**config.mk**
```make
export PLATFORM = sky130hd
export DESIGN_NAME = sfrp_host
export DESIGN_NICKNAME = d
export VERILOG_FILES = /design/src/sfrp_pkg.sv /design/src/sfrp_clkdiv.sv /design/src/sfrp_host.sv
export SDC_FILE = /design/constraint.sdc
export NUM_CORES = 1
export LEC_CHECK = 0
export BUFFER_PORTS_ARGS = -buffer_cell sky130_fd_sc_hd__buf_4
export CAP_MARGIN = 20
export CORE_MARGIN = 3
export CORE_UTILIZATION = 51
export CTS_CLUSTER_SIZE = 20
export DETAILED_ROUTE_END_ITERATION = 16
export GPL_TIMING_DRIVEN = 0
export HOLD_SLACK_MARGIN = 0.08
export PLACE_DENSITY = 0.7
export SYNTH_ARGS = -nofsm -noshare
export SYNTH_HDL_FRONTEND = slang
export SYNTH_SLANG_ARGS = --single-unit
```
**constraint.sdc**
```tcl
create_clock -name clk -period 3.7 [get_ports clk]
set_input_delay 0.555 -clock clk [delete_from_list [all_inputs] [get_ports clk]]
set_output_delay 0.555 -clock clk [all_outputs]
set_load 0.005 [all_outputs]
```
**src/sfrp_pkg.sv**
```systemverilog
// Constants and types for the serial flash host controller
package sfrp_pkg;
	localparam logic [7:0] SFRP_OP_WRITE_STATUS = 8'h01;
	localparam logic [7:0] SFRP_OP_READ = 8'h03;
	localparam logic [7:0] SFRP_OP_READ_STATUS = 8'h05;
	localparam logic [7:0] SFRP_OP_LATCH_SET = 8'h06;
	localparam logic [7:0] SFRP_OP_FAST_READ = 8'h0B;
	localparam logic [7:0] SFRP_OP_READ_CONFIG = 8'h15;
	localparam logic [7:0] SFRP_OP_DUAL_OUT = 8'h3B;
	localparam logic [7:0] SFRP_OP_DUAL_IO = 8'hBB;
	// Status register bits
	localparam int SFRP_SR_BUSY = 0;
	localparam int SFRP_SR_LATCH = 1;
	localparam int SFRP_SR_QUAD = 6;
	localparam int SFRP_SR_LOCK = 7;
	// Configuration register bits
	localparam int SFRP_CR_DRIVE = 0;
	localparam int SFRP_CR_ARRAY_END = 3;
	localparam int SFRP_CR_DUMMY = 6;
	// Dummy clocks
	localparam logic [4:0] SFRP_DUMMY_FAST = 5'h08;
	localparam logic [4:0] SFRP_DUMMY_DUAL_OUT = 5'h08;
	localparam logic [4:0] SFRP_DUMMY_DUAL_IO_0 = 5'h04;
	localparam logic [4:0] SFRP_DUMMY_DUAL_IO_1 = 5'h08;
	localparam logic [4:0] SFRP_DUMMY_QUAD_IO_0 = 5'h06;
	localparam logic [4:0] SFRP_DUMMY_QUAD_IO_1 = 5'h0A;
	// Host register map
	localparam logic [3:0] SFRP_REG_CTRL = 4'h0;
	localparam logic [3:0] SFRP_REG_ADDR = 4'h1;
	localparam logic [3:0] SFRP_REG_WDATA = 4'h2;
	localparam logic [3:0] SFRP_REG_LEN = 4'h3;
	localparam logic [3:0] SFRP_REG_STATUS = 4'h4;
	localparam logic [3:0] SFRP_REG_RDATA = 4'h5;
	localparam logic [3:0] SFRP_REG_DIV = 4'h6;
	// Control register command codes, bits 2:0
	localparam logic [2:0] SFRP_CMD_READ = 3'h0;
	localparam logic [2:0] SFRP_CMD_FAST = 3'h1;
	localparam logic [2:0] SFRP_CMD_DUAL_OUT = 3'h2;
	localparam logic [2:0] SFRP_CMD_DUAL_IO = 3'h3;
	localparam logic [2:0] SFRP_CMD_WRITE_STATUS = 3'h4;
	localparam logic [2:0] SFRP_CMD_READ_STATUS = 3'h5;
	localparam logic [2:0] SFRP_CMD_READ_CONFIG = 3'h6;
	localparam int SFRP_CTRL_GO = 7;
	localparam int SFRP_CTRL_DUMMY = 3;
	localparam int SFRP_CTRL_WP = 4;
	localparam logic [7:0] SFRP_DIV_RESET = 8'h04;
	localparam logic [4:0] SFRP_BITS_BYTE = 5'h08;
	localparam logic [4:0] SFRP_BITS_ADDR = 5'h18;
	localparam logic [1:0] SFRP_STEP_1 = 2'h1;
	localparam logic [1:0] SFRP_STEP_2 = 2'h2;
	typedef enum logic [2:0] {
		SFRP_IDLE = 3'b000,
		SFRP_LATCH = 3'b001,
		SFRP_GAP = 3'b010,
		SFRP_OPCODE = 3'b011,
		SFRP_ADDR = 3'b100,
		SFRP_DUMMY = 3'b101,
		SFRP_DATA = 3'b110,
		SFRP_END = 3'b111
	} sfrp_state_e;
endpackage

```
**src/sfrp_clkdiv.sv**
```systemverilog
// Link clock divider producing serial clock edge strobes
`timescale 1ns/100ps
module sfrp_clkdiv (
	input wire logic clk,
	input wire logic reset,
	input wire logic run,
	input wire logic [7:0] half_period,
	output logic sclk,
	output logic rise,
	output logic fall
);
	typedef struct packed {
		logic [7:0] cnt;
		logic sclk;
	} sfrp_div_s;
	sfrp_div_s q, d;
	logic tick;
	always_comb begin
		d = q;
		tick = 1'b0;
		if (!run) begin
			d.cnt = 8'h00;
			d.sclk = 1'b0;
		end else if (q.cnt >= half_period) begin
			d.cnt = 8'h00;
			d.sclk = ~q.sclk;
			tick = 1'b1;
		end else begin
			d.cnt = q.cnt + 8'h01;
		end
	end
	always_ff @(posedge clk) begin
		if (reset) begin
			q <= '0;
		end else begin
			q <= d;
		end
	end
	assign sclk = q.sclk;
	assign rise = tick & ~q.sclk;
	assign fall = tick & q.sclk;
endmodule

```
**src/sfrp_host.sv**
```systemverilog
// Serial flash host controller: register port to the flash link
//
// The address map and the strobed register port were chosen for this implementation.
`timescale 1ns/100ps
module sfrp_host (
	input wire logic clk,
	input wire logic reset,
	input wire logic [3:0] addr,
	input wire logic [31:0] wdata,
	input wire logic wr,
	input wire logic rd,
	output logic [31:0] rdata,
	output logic cs_n,
	output logic sclk,
	output logic io0_out,
	output logic io0_oe,
	input wire logic io0_in,
	output logic io1_out,
	output logic io1_oe,
	input wire logic io1_in,
	output logic wp_n
);
	import sfrp_pkg::*;
	typedef struct packed {
		sfrp_state_e st;
		logic [2:0] cmd;
		logic dsel;
		logic wp;
		logic busy;
		logic done;
		logic refused;
		logic [23:0] faddr;
		logic [7:0] wbyte;
		logic [15:0] len;
		logic [15:0] left;
		logic [7:0] div;
		logic [7:0] sh;
		logic [23:0] ash;
		logic [4:0] bits;
		logic [7:0] rbyte;
		logic rvalid;
		logic dual;
		logic [31:0] rdata;
		logic [1:0] s0;
		logic [1:0] s1;
		logic cs_n;
		logic o0;
		logic o1;
		logic oe0;
		logic oe1;
	} sfrp_host_s;
	sfrp_host_s q, d;
	logic run, rise, fall;
	logic [7:0] op;
	logic [4:0] ndummy;
	logic [1:0] step;
	logic pin0, pin1;
	sfrp_clkdiv u_div (
		.clk(clk),
		.reset(reset),
		.run(run),
		.half_period(q.div),
		.sclk(sclk),
		.rise(rise),
		.fall(fall)
	);
	assign run = (q.st == SFRP_LATCH) || (q.st == SFRP_OPCODE) || (q.st == SFRP_ADDR)
		|| (q.st == SFRP_DUMMY) || (q.st == SFRP_DATA) || (q.st == SFRP_END);
	assign pin0 = q.s0[1];
	assign pin1 = q.s1[1];
	always_comb begin
		unique case (q.cmd)
			SFRP_CMD_READ: op = SFRP_OP_READ;
			SFRP_CMD_FAST: op = SFRP_OP_FAST_READ;
			SFRP_CMD_DUAL_OUT: op = SFRP_OP_DUAL_OUT;
			SFRP_CMD_DUAL_IO: op = SFRP_OP_DUAL_IO;
			SFRP_CMD_WRITE_STATUS: op = SFRP_OP_WRITE_STATUS;
			SFRP_CMD_READ_STATUS: op = SFRP_OP_READ_STATUS;
			SFRP_CMD_READ_CONFIG: op = SFRP_OP_READ_CONFIG;
			default: op = SFRP_OP_READ;
		endcase
		unique case (q.cmd)
			SFRP_CMD_FAST: ndummy = SFRP_DUMMY_FAST;
			SFRP_CMD_DUAL_OUT: ndummy = SFRP_DUMMY_DUAL_OUT;
			SFRP_CMD_DUAL_IO: ndummy = q.dsel ? SFRP_DUMMY_DUAL_IO_1 : SFRP_DUMMY_DUAL_IO_0;
			default: ndummy = 5'h00;
		endcase
	end
	assign step = q.dual ? SFRP_STEP_2 : SFRP_STEP_1;
	always_comb begin
		d = q;
		d.s0 = {q.s0[0], io0_in};
		d.s1 = {q.s1[0], io1_in};
		d.rvalid = 1'b0;
		d.rdata = 32'h0000_0000;
		if (rd) begin
			unique case (addr)
				SFRP_REG_CTRL: d.rdata = {24'h0, 3'h0, q.wp, q.dsel, q.cmd};
				SFRP_REG_ADDR: d.rdata = {8'h0, q.faddr};
				SFRP_REG_WDATA: d.rdata = {24'h0, q.wbyte};
				SFRP_REG_LEN: d.rdata = {16'h0, q.len};
				SFRP_REG_STATUS: d.rdata = {16'h0, q.left[7:0], 5'h0, q.refused, q.done, q.busy};
				SFRP_REG_RDATA: begin
					d.rdata = {24'h0, q.rbyte};
					d.done = 1'b0;
				end
				SFRP_REG_DIV: d.rdata = {24'h0, q.div};
				default: d.rdata = 32'h0000_0000;
			endcase
		end
		if (wr) begin
			unique case (addr)
				SFRP_REG_CTRL: begin
					d.cmd = wdata[2:0];
					d.dsel = wdata[SFRP_CTRL_DUMMY];
					d.wp = wdata[SFRP_CTRL_WP];
					if (wdata[SFRP_CTRL_GO] && q.st == SFRP_IDLE) begin
						d.busy = 1'b1;
						d.done = 1'b0;
						d.refused = 1'b0;
						d.left = q.len;
						d.bits = SFRP_BITS_BYTE;
						d.oe1 = 1'b0;
						d.dual = 1'b0;
						if (wdata[2:0] == SFRP_CMD_WRITE_STATUS) begin
							// Own latch-set frame first; first bit stands before the first rise
							d.st = SFRP_LATCH;
							d.cs_n = 1'b0;
							d.oe0 = 1'b1;
							d.o0 = SFRP_OP_LATCH_SET[7];
							d.sh = {SFRP_OP_LATCH_SET[6:0], 1'b0};
						end else begin
							d.st = SFRP_GAP;
						end
					end
				end
				SFRP_REG_ADDR: d.faddr = wdata[23:0];
				SFRP_REG_WDATA: d.wbyte = wdata[7:0];
				SFRP_REG_LEN: d.len = wdata[15:0];
				SFRP_REG_DIV: d.div = wdata[7:0];
				default: ;
			endcase
		end
		unique case (q.st)
			SFRP_IDLE: ;
			SFRP_LATCH: begin
				if (fall) begin
					d.bits = q.bits - 5'h01;
					if (q.bits == 5'h01) begin
						d.st = SFRP_GAP;
						d.cs_n = 1'b1;
						d.oe0 = 1'b0;
					end else begin
						d.o0 = q.sh[7];
						d.sh = {q.sh[6:0], 1'b0};
					end
				end
			end
			SFRP_GAP: begin
				// Enable follows one cycle later so a raised select always sees lines released
				d.st = SFRP_OPCODE;
				d.cs_n = 1'b0;
				d.o0 = op[7];
				d.sh = {op[6:0], 1'b0};
				d.bits = SFRP_BITS_BYTE;
			end
			SFRP_OPCODE: begin
				d.oe0 = 1'b1;
				if (fall) begin
					d.o0 = q.sh[7];
					d.sh = {q.sh[6:0], 1'b0};
					d.bits = q.bits - 5'h01;
					if (q.bits == 5'h01) begin
						if (q.cmd == SFRP_CMD_WRITE_STATUS) begin
							d.o0 = q.wbyte[7];
							d.sh = {q.wbyte[6:0], 1'b0};
							d.bits = SFRP_BITS_BYTE;
							d.st = SFRP_DATA;
						end else if (q.cmd == SFRP_CMD_READ_STATUS || q.cmd == SFRP_CMD_READ_CONFIG) begin
							d.oe0 = 1'b0;
							d.bits = SFRP_BITS_BYTE;
							d.st = SFRP_DATA;
						end else if (q.cmd == SFRP_CMD_DUAL_IO) begin
							d.dual = 1'b1;
							d.oe1 = 1'b1;
							d.o1 = q.faddr[23];
							d.o0 = q.faddr[22];
							d.ash = {q.faddr[21:0], 2'b00};
							d.bits = SFRP_BITS_ADDR;
							d.st = SFRP_ADDR;
						end else begin
							d.o0 = q.faddr[23];
							d.ash = {q.faddr[22:0], 1'b0};
							d.bits = SFRP_BITS_ADDR;
							d.st = SFRP_ADDR;
						end
					end
				end
			end
			SFRP_ADDR: begin
				if (fall) begin
					if (q.dual) begin
						d.o1 = q.ash[23];
						d.o0 = q.ash[22];
						d.ash = {q.ash[21:0], 2'b00};
					end else begin
						d.o0 = q.ash[23];
						d.ash = {q.ash[22:0], 1'b0};
					end
					d.bits = q.bits - {3'h0, step};
					if (q.bits == {3'h0, step}) begin
						d.o0 = 1'b0;
						d.o1 = 1'b0;
						d.bits = ndummy;
						d.st = SFRP_DUMMY;
						if (ndummy == 5'h00) begin
							d.oe0 = 1'b0;
							d.oe1 = 1'b0;
							d.bits = SFRP_BITS_BYTE;
							d.st = SFRP_DATA;
						end
					end
				end
			end
			SFRP_DUMMY: begin
				if (fall) begin
					d.o0 = 1'b0;
					d.o1 = 1'b0;
					d.bits = q.bits - 5'h01;
					// Held low for the first two dummy clocks, then released
					if (q.bits < ndummy) begin
						d.oe0 = 1'b0;
						d.oe1 = 1'b0;
					end
					if (q.bits == 5'h01) begin
						d.oe0 = 1'b0;
						d.oe1 = 1'b0;
						d.dual = (q.cmd == SFRP_CMD_DUAL_OUT) || (q.cmd == SFRP_CMD_DUAL_IO);
						d.bits = SFRP_BITS_BYTE;
						d.st = SFRP_DATA;
					end
				end
			end
			SFRP_DATA: begin
				if (q.cmd == SFRP_CMD_WRITE_STATUS) begin
					if (fall) begin
						d.bits = q.bits - 5'h01;
						// Stop on whole byte so the device accepts it
						if (q.bits == 5'h01) begin
							d.st = SFRP_END;
						end else begin
							d.o0 = q.sh[7];
							d.sh = {q.sh[6:0], 1'b0};
						end
					end
				end else begin
					if (rise) begin
						d.rbyte = q.dual ? {q.rbyte[5:0], pin1, pin0} : {q.rbyte[6:0], pin1};
						d.bits = q.bits - {3'h0, step};
						if (q.bits == {3'h0, step}) begin
							d.bits = SFRP_BITS_BYTE;
							d.done = 1'b1;
							d.faddr = q.faddr + 24'h000001;
							d.left = q.left - 16'h0001;
							if (q.left <= 16'h0001) begin
								d.st = SFRP_END;
							end
						end
					end
				end
			end
			SFRP_END: begin
				// Close only with the clock low, so the last high phase is whole
				if (fall || !sclk) begin
					d.cs_n = 1'b1;
					d.oe0 = 1'b0;
					d.oe1 = 1'b0;
					d.dual = 1'b0;
					d.busy = 1'b0;
					d.done = 1'b1;
					d.st = SFRP_IDLE;
				end
			end
			default: d.st = SFRP_IDLE;
		endcase
	end
	always_ff @(posedge clk) begin
		if (reset) begin
			q <= '0;
			q.st <= SFRP_IDLE;
			q.cs_n <= 1'b1;
			q.div <= SFRP_DIV_RESET;
			q.s0 <= 2'b00;
			q.s1 <= 2'b00;
		end else begin
			q <= d;
		end
	end
	assign rdata = q.rdata;
	assign cs_n = q.cs_n;
	assign io0_out = q.o0;
	assign io0_oe = q.oe0;
	assign io1_out = q.o1;
	assign io1_oe = q.oe1;
	assign wp_n = ~q.wp;
endmodule

```
==> insert_results.sql <==
INSERT INTO impl_metrics (metric_group, metric, value, unit) VALUES
('status', 'result_of_the_run', 'completed', ''),
('power_and_ir_drop', 'p_per_area', '374', 'mW/mm^2'),
('sta', 'timing.final.ws_setup', '149', 'ps'),
('place', 'port_buffers', '64', ''),
('power_and_ir_drop', 'p_leak', '4.32', 'nW'),
('sta', 'slew_violations', '0', ''),
('setup_path', 'timing.reg2reg.worst_path_depth', '11', ''),
('power_and_ir_drop', 'worst_ir_drop_vdd', '0.326', 'mV'),
('cts', 'clockBufferDepth', '2', ''),
('cts', 'clock_tree_from_tritoncts', 'built', ''),
('place', 'hpwl', '24.5', 'mm'),
('route', 'drt-vias-per-instance', '6.61', ''),
('sta', 'finalHoldViolations', '0', ''),
('route', 'wire_per_inst', '22.3', 'um'),
('synth', 'yosysSeqAreaShare', '35.3', '%'),
('setup_path', 'cp_slowest_stage_delay', '410', 'ps'),
('floorplan', 'ioPinCount', '81', ''),
('job', 'timing.max_cap.violations', '0', ''),
('synth', 'synth_cell_types', '83', ''),
('setup_path', 'cell_with_the_largest_stage_delay_on_the_worst_path', 'ha_1', ''),
('layout', 'antenna_cells', '0', ''),
('setup_path', 'cp_num_buf_inv', '5', ''),
('floorplan', 'die-height', '143', 'um'),
('synth', 'post_synth.cell_area_avg', '8.23', 'um^2'),
('place', 'post-place-ws', '-252', 'ps'),
('setup_path', 'worst_ep_required_time', '4060', 'ps'),
('setup_path', 'timing_worst_setup_path_type', 'flop to flop', ''),
('floorplan', 'floorplan.initialDensity', '52.6', '%'),
('sta', 'worstMarginPinSlew', '857', 'ps'),
('setup_path', 'worstPathCellList', 'clkbuf_1, buf_2, inv_1, ha_1, and3_1, buf_4, o211ai_2, o21ai_4, buf_2, nand3_1, a31oi_1', ''),
('sta', 'setup_viol_count_final', '0', ''),
('place', 'gp_routability_congestion', '0.981', ''),
('setup_path', 'rr_startpoint', 'q[41]', ''),
('route', 'wirelength_routed', '33.5', 'mm'),
('route', 'routed-via-count', '9932', ''),
('cts', 'numClockSinks', '169', ''),
('sta', 'clock.fmax', '0.282', 'GHz'),
('hold_path', 'min_path_cells', '2', ''),
('layout', 'count_of_filler_cells_inserted_in_the_layout', '1697', ''),
('power_and_ir_drop', 'design_power_total', '4.12', 'mW'),
('route', 'detail_route.drc_violations', '0', ''),
('sta', 'fin_skew', '11.0', 'ps'),
('floorplan', 'die_x', '143', 'um'),
('setup_path', 'timing.critical_path.mode_cell', 'buf_2', ''),
('global_routing', 'grt_start_max_net_pins', '17', ''),
('route', 'drt_iter0_markers', '1166', ''),
('floorplan', 'die-area', '0.0205', 'mm^2'),
('synth', 'synth_async_sr_flop_share', '0', '%'),
('synth', 'synth-warning-count', '0', ''),
('cts', 'clock_buffer_count_from_cts', '17', ''),
('synth', 'synth_area', '0.00958', 'mm^2'),
('cts', 'cts-htree-levels', '4', ''),
('layout', 'mostFrequentLayoutCell', 'dfxtp_1', ''),
('global_routing', 'grt_pass1_vias', '9255', ''),
('setup_path', 'regToRegEndpoint', 'q[148]', ''),
('synth', 'synthCells', '1163', ''),
('synth', 'ys_seq_elements', '169', ''),
('cts', 'insertion_delay', '440', 'ps'),
('hold_path', 'worstHoldPathType', 'input port to flop', ''),
('setup_path', 'timing.critical_path.from_type', 'flop', ''),
('cts', 'clk_pin_slew_worst_paths', '70', 'ps'),
('global_routing', 'first_pass_grt_wire_length', '52.0', 'mm'),
('floorplan', 'core_area', '0.0182', 'mm^2'),
('layout', 'layout_overhead_on_the_synthesized_area', '15.2', '%'),
('layout', 'final_layout_size_suffix_gt1_share', '15.5', '%'),
('synth', 'postSynth.topFlopCell', 'dfxtp_1', ''),
('sta', 'fin_crit_sh', '96.0', '%'),
('setup_path', 'critical_path.top_delay_family', 'buffers and inverters', ''),
('global_routing', 'track_usage', '32.6', '%'),
('floorplan', 'row_count', '49', ''),
('setup_path', 'data_arrival_time_of_the_critical_path', '3910', 'ps');
stage by stage:
stage / cell area, um^2 / instances / setup TNS [ps] / util [%]
after global routing: 11000 / 1502 / 0 / 60.6
after detailed placement: 10400 / 1463 / -2820 / 56.9
final: 11000 / 1502 / 0 / 60.6
after global placement: 10400 / 1463 / -1750 / 56.9
after floorplan: 9600 / 1170 / 0 / -
after CTS: 11000 / 1495 / 0 / 60.2
power by group:
part           leakage [nW]  internal [mW]  switching [mW]  total, mW
combinational          2.66          0.143           0.280      0.423
clock                 0.295           1.01           0.830       1.84
sequential             1.36           1.84          0.0211       1.86
total                  4.32           2.99            1.13       4.12
per-layer routing:
layer  track usage [%]  up-vias  part of all wire, %  wire length, um
met3              6.90      117                   10             3380
met5                 0        -                    0                0
met1              43.7     4709                   41            13600
met4              14.1        0                  4.6             1550
met2              50.9      605                   45            14900
li1                  -     4501                    -                -
area by class of cell:
class                      count  area, um^2  area share (%)
buffer                       109         572            5.18
multi-input combinational    866        5560            50.4
sequential                   169        3380            30.7
inverter                      26        97.6           0.884
tap                          229         287            2.60
clock buffer                  21         470            4.26
clock inverter                11         130            1.18
timing repair buffer          71         533            4.83
synthesized netlist by cell type (all sizes together), types with 6 or more instances:
| master | number | area [um^2] |
|---|---|---|
| o221ai | 21 | 184 |
| nand3 | 57 | 290 |
| mux2i | 65 | 651 |
| a21oi | 92 | 468 |
| nor4 | 7 | 50.1 |
| nor2b | 9 | 56.3 |
| nor3 | 25 | 161 |
| nand2b | 9 | 56.3 |
| nand4 | 11 | 68.8 |
| o211ai | 11 | 92.6 |
| dfxtp | 169 | 3380 |
| o21ai | 41 | 235 |
| nand2 | 139 | 524 |
| ha | 17 | 213 |
| o22ai | 8 | 50.1 |
| a211oi | 23 | 190 |
| clkbuf | 51 | 193 |
| o311ai | 8 | 70.1 |
| inv | 26 | 97.6 |
| buf | 58 | 378 |
| o221a | 6 | 67.6 |
| and2 | 13 | 81.3 |
| or3 | 11 | 68.8 |
| and3 | 14 | 87.6 |
| a31oi | 35 | 219 |
| o21a | 8 | 60.1 |
| a22oi | 26 | 195 |
| nor2 | 87 | 332 |
| xor2 | 7 | 61.3 |
| o211a | 23 | 230 |
logic make-up (layout without fill, tap and decap cells):
kind of cell / after synthesis / after routing / synth area share, %
adders and majority gates: 18 / 18 / 2.43
DFF: 169 / 169 / 35.3
AOI/OAI and AO/OA: 359 / 359 / 26.8
and+or+nand+nor: 402 / 402 / 20.3
xor gates and xnor gates: 11 / 11 / 1.01
buffers and inverters: 135 / 238 / 6.98
other: 1 / 8 / 0.0392
muxes: 68 / 68 / 7.15
sequential cells by signal, indices dropped and copies added (netlist names):
name        cells
cs_n            1
d               2
io0_oe          1
io0_out         1
io1_oe          1
io1_out         1
pin0            1
pin1            1
q             127
rdata          24
u_div.q         8
u_div.sclk      1
worst max-delay path by stage:
stage	endpoint	cells after the start	from
after detailed placement	q[153]	11	q[41]
after CTS	q[148]	11	q[41]
after global placement	q[153]	11	q[41]
after floorplan	q[159]	9	q[41]
after global routing	q[153]	11	q[41]
final	q[148]	11	q[41]
what timing repair did:
action                                  4_1_cts  5_1_grt
endpoints found under the setup margin       25       19
buffers inserted                              0        6
pin swaps                                     0        2
resized for setup                             1        3
Note: power is estimated with default switching activity, not from simulation.
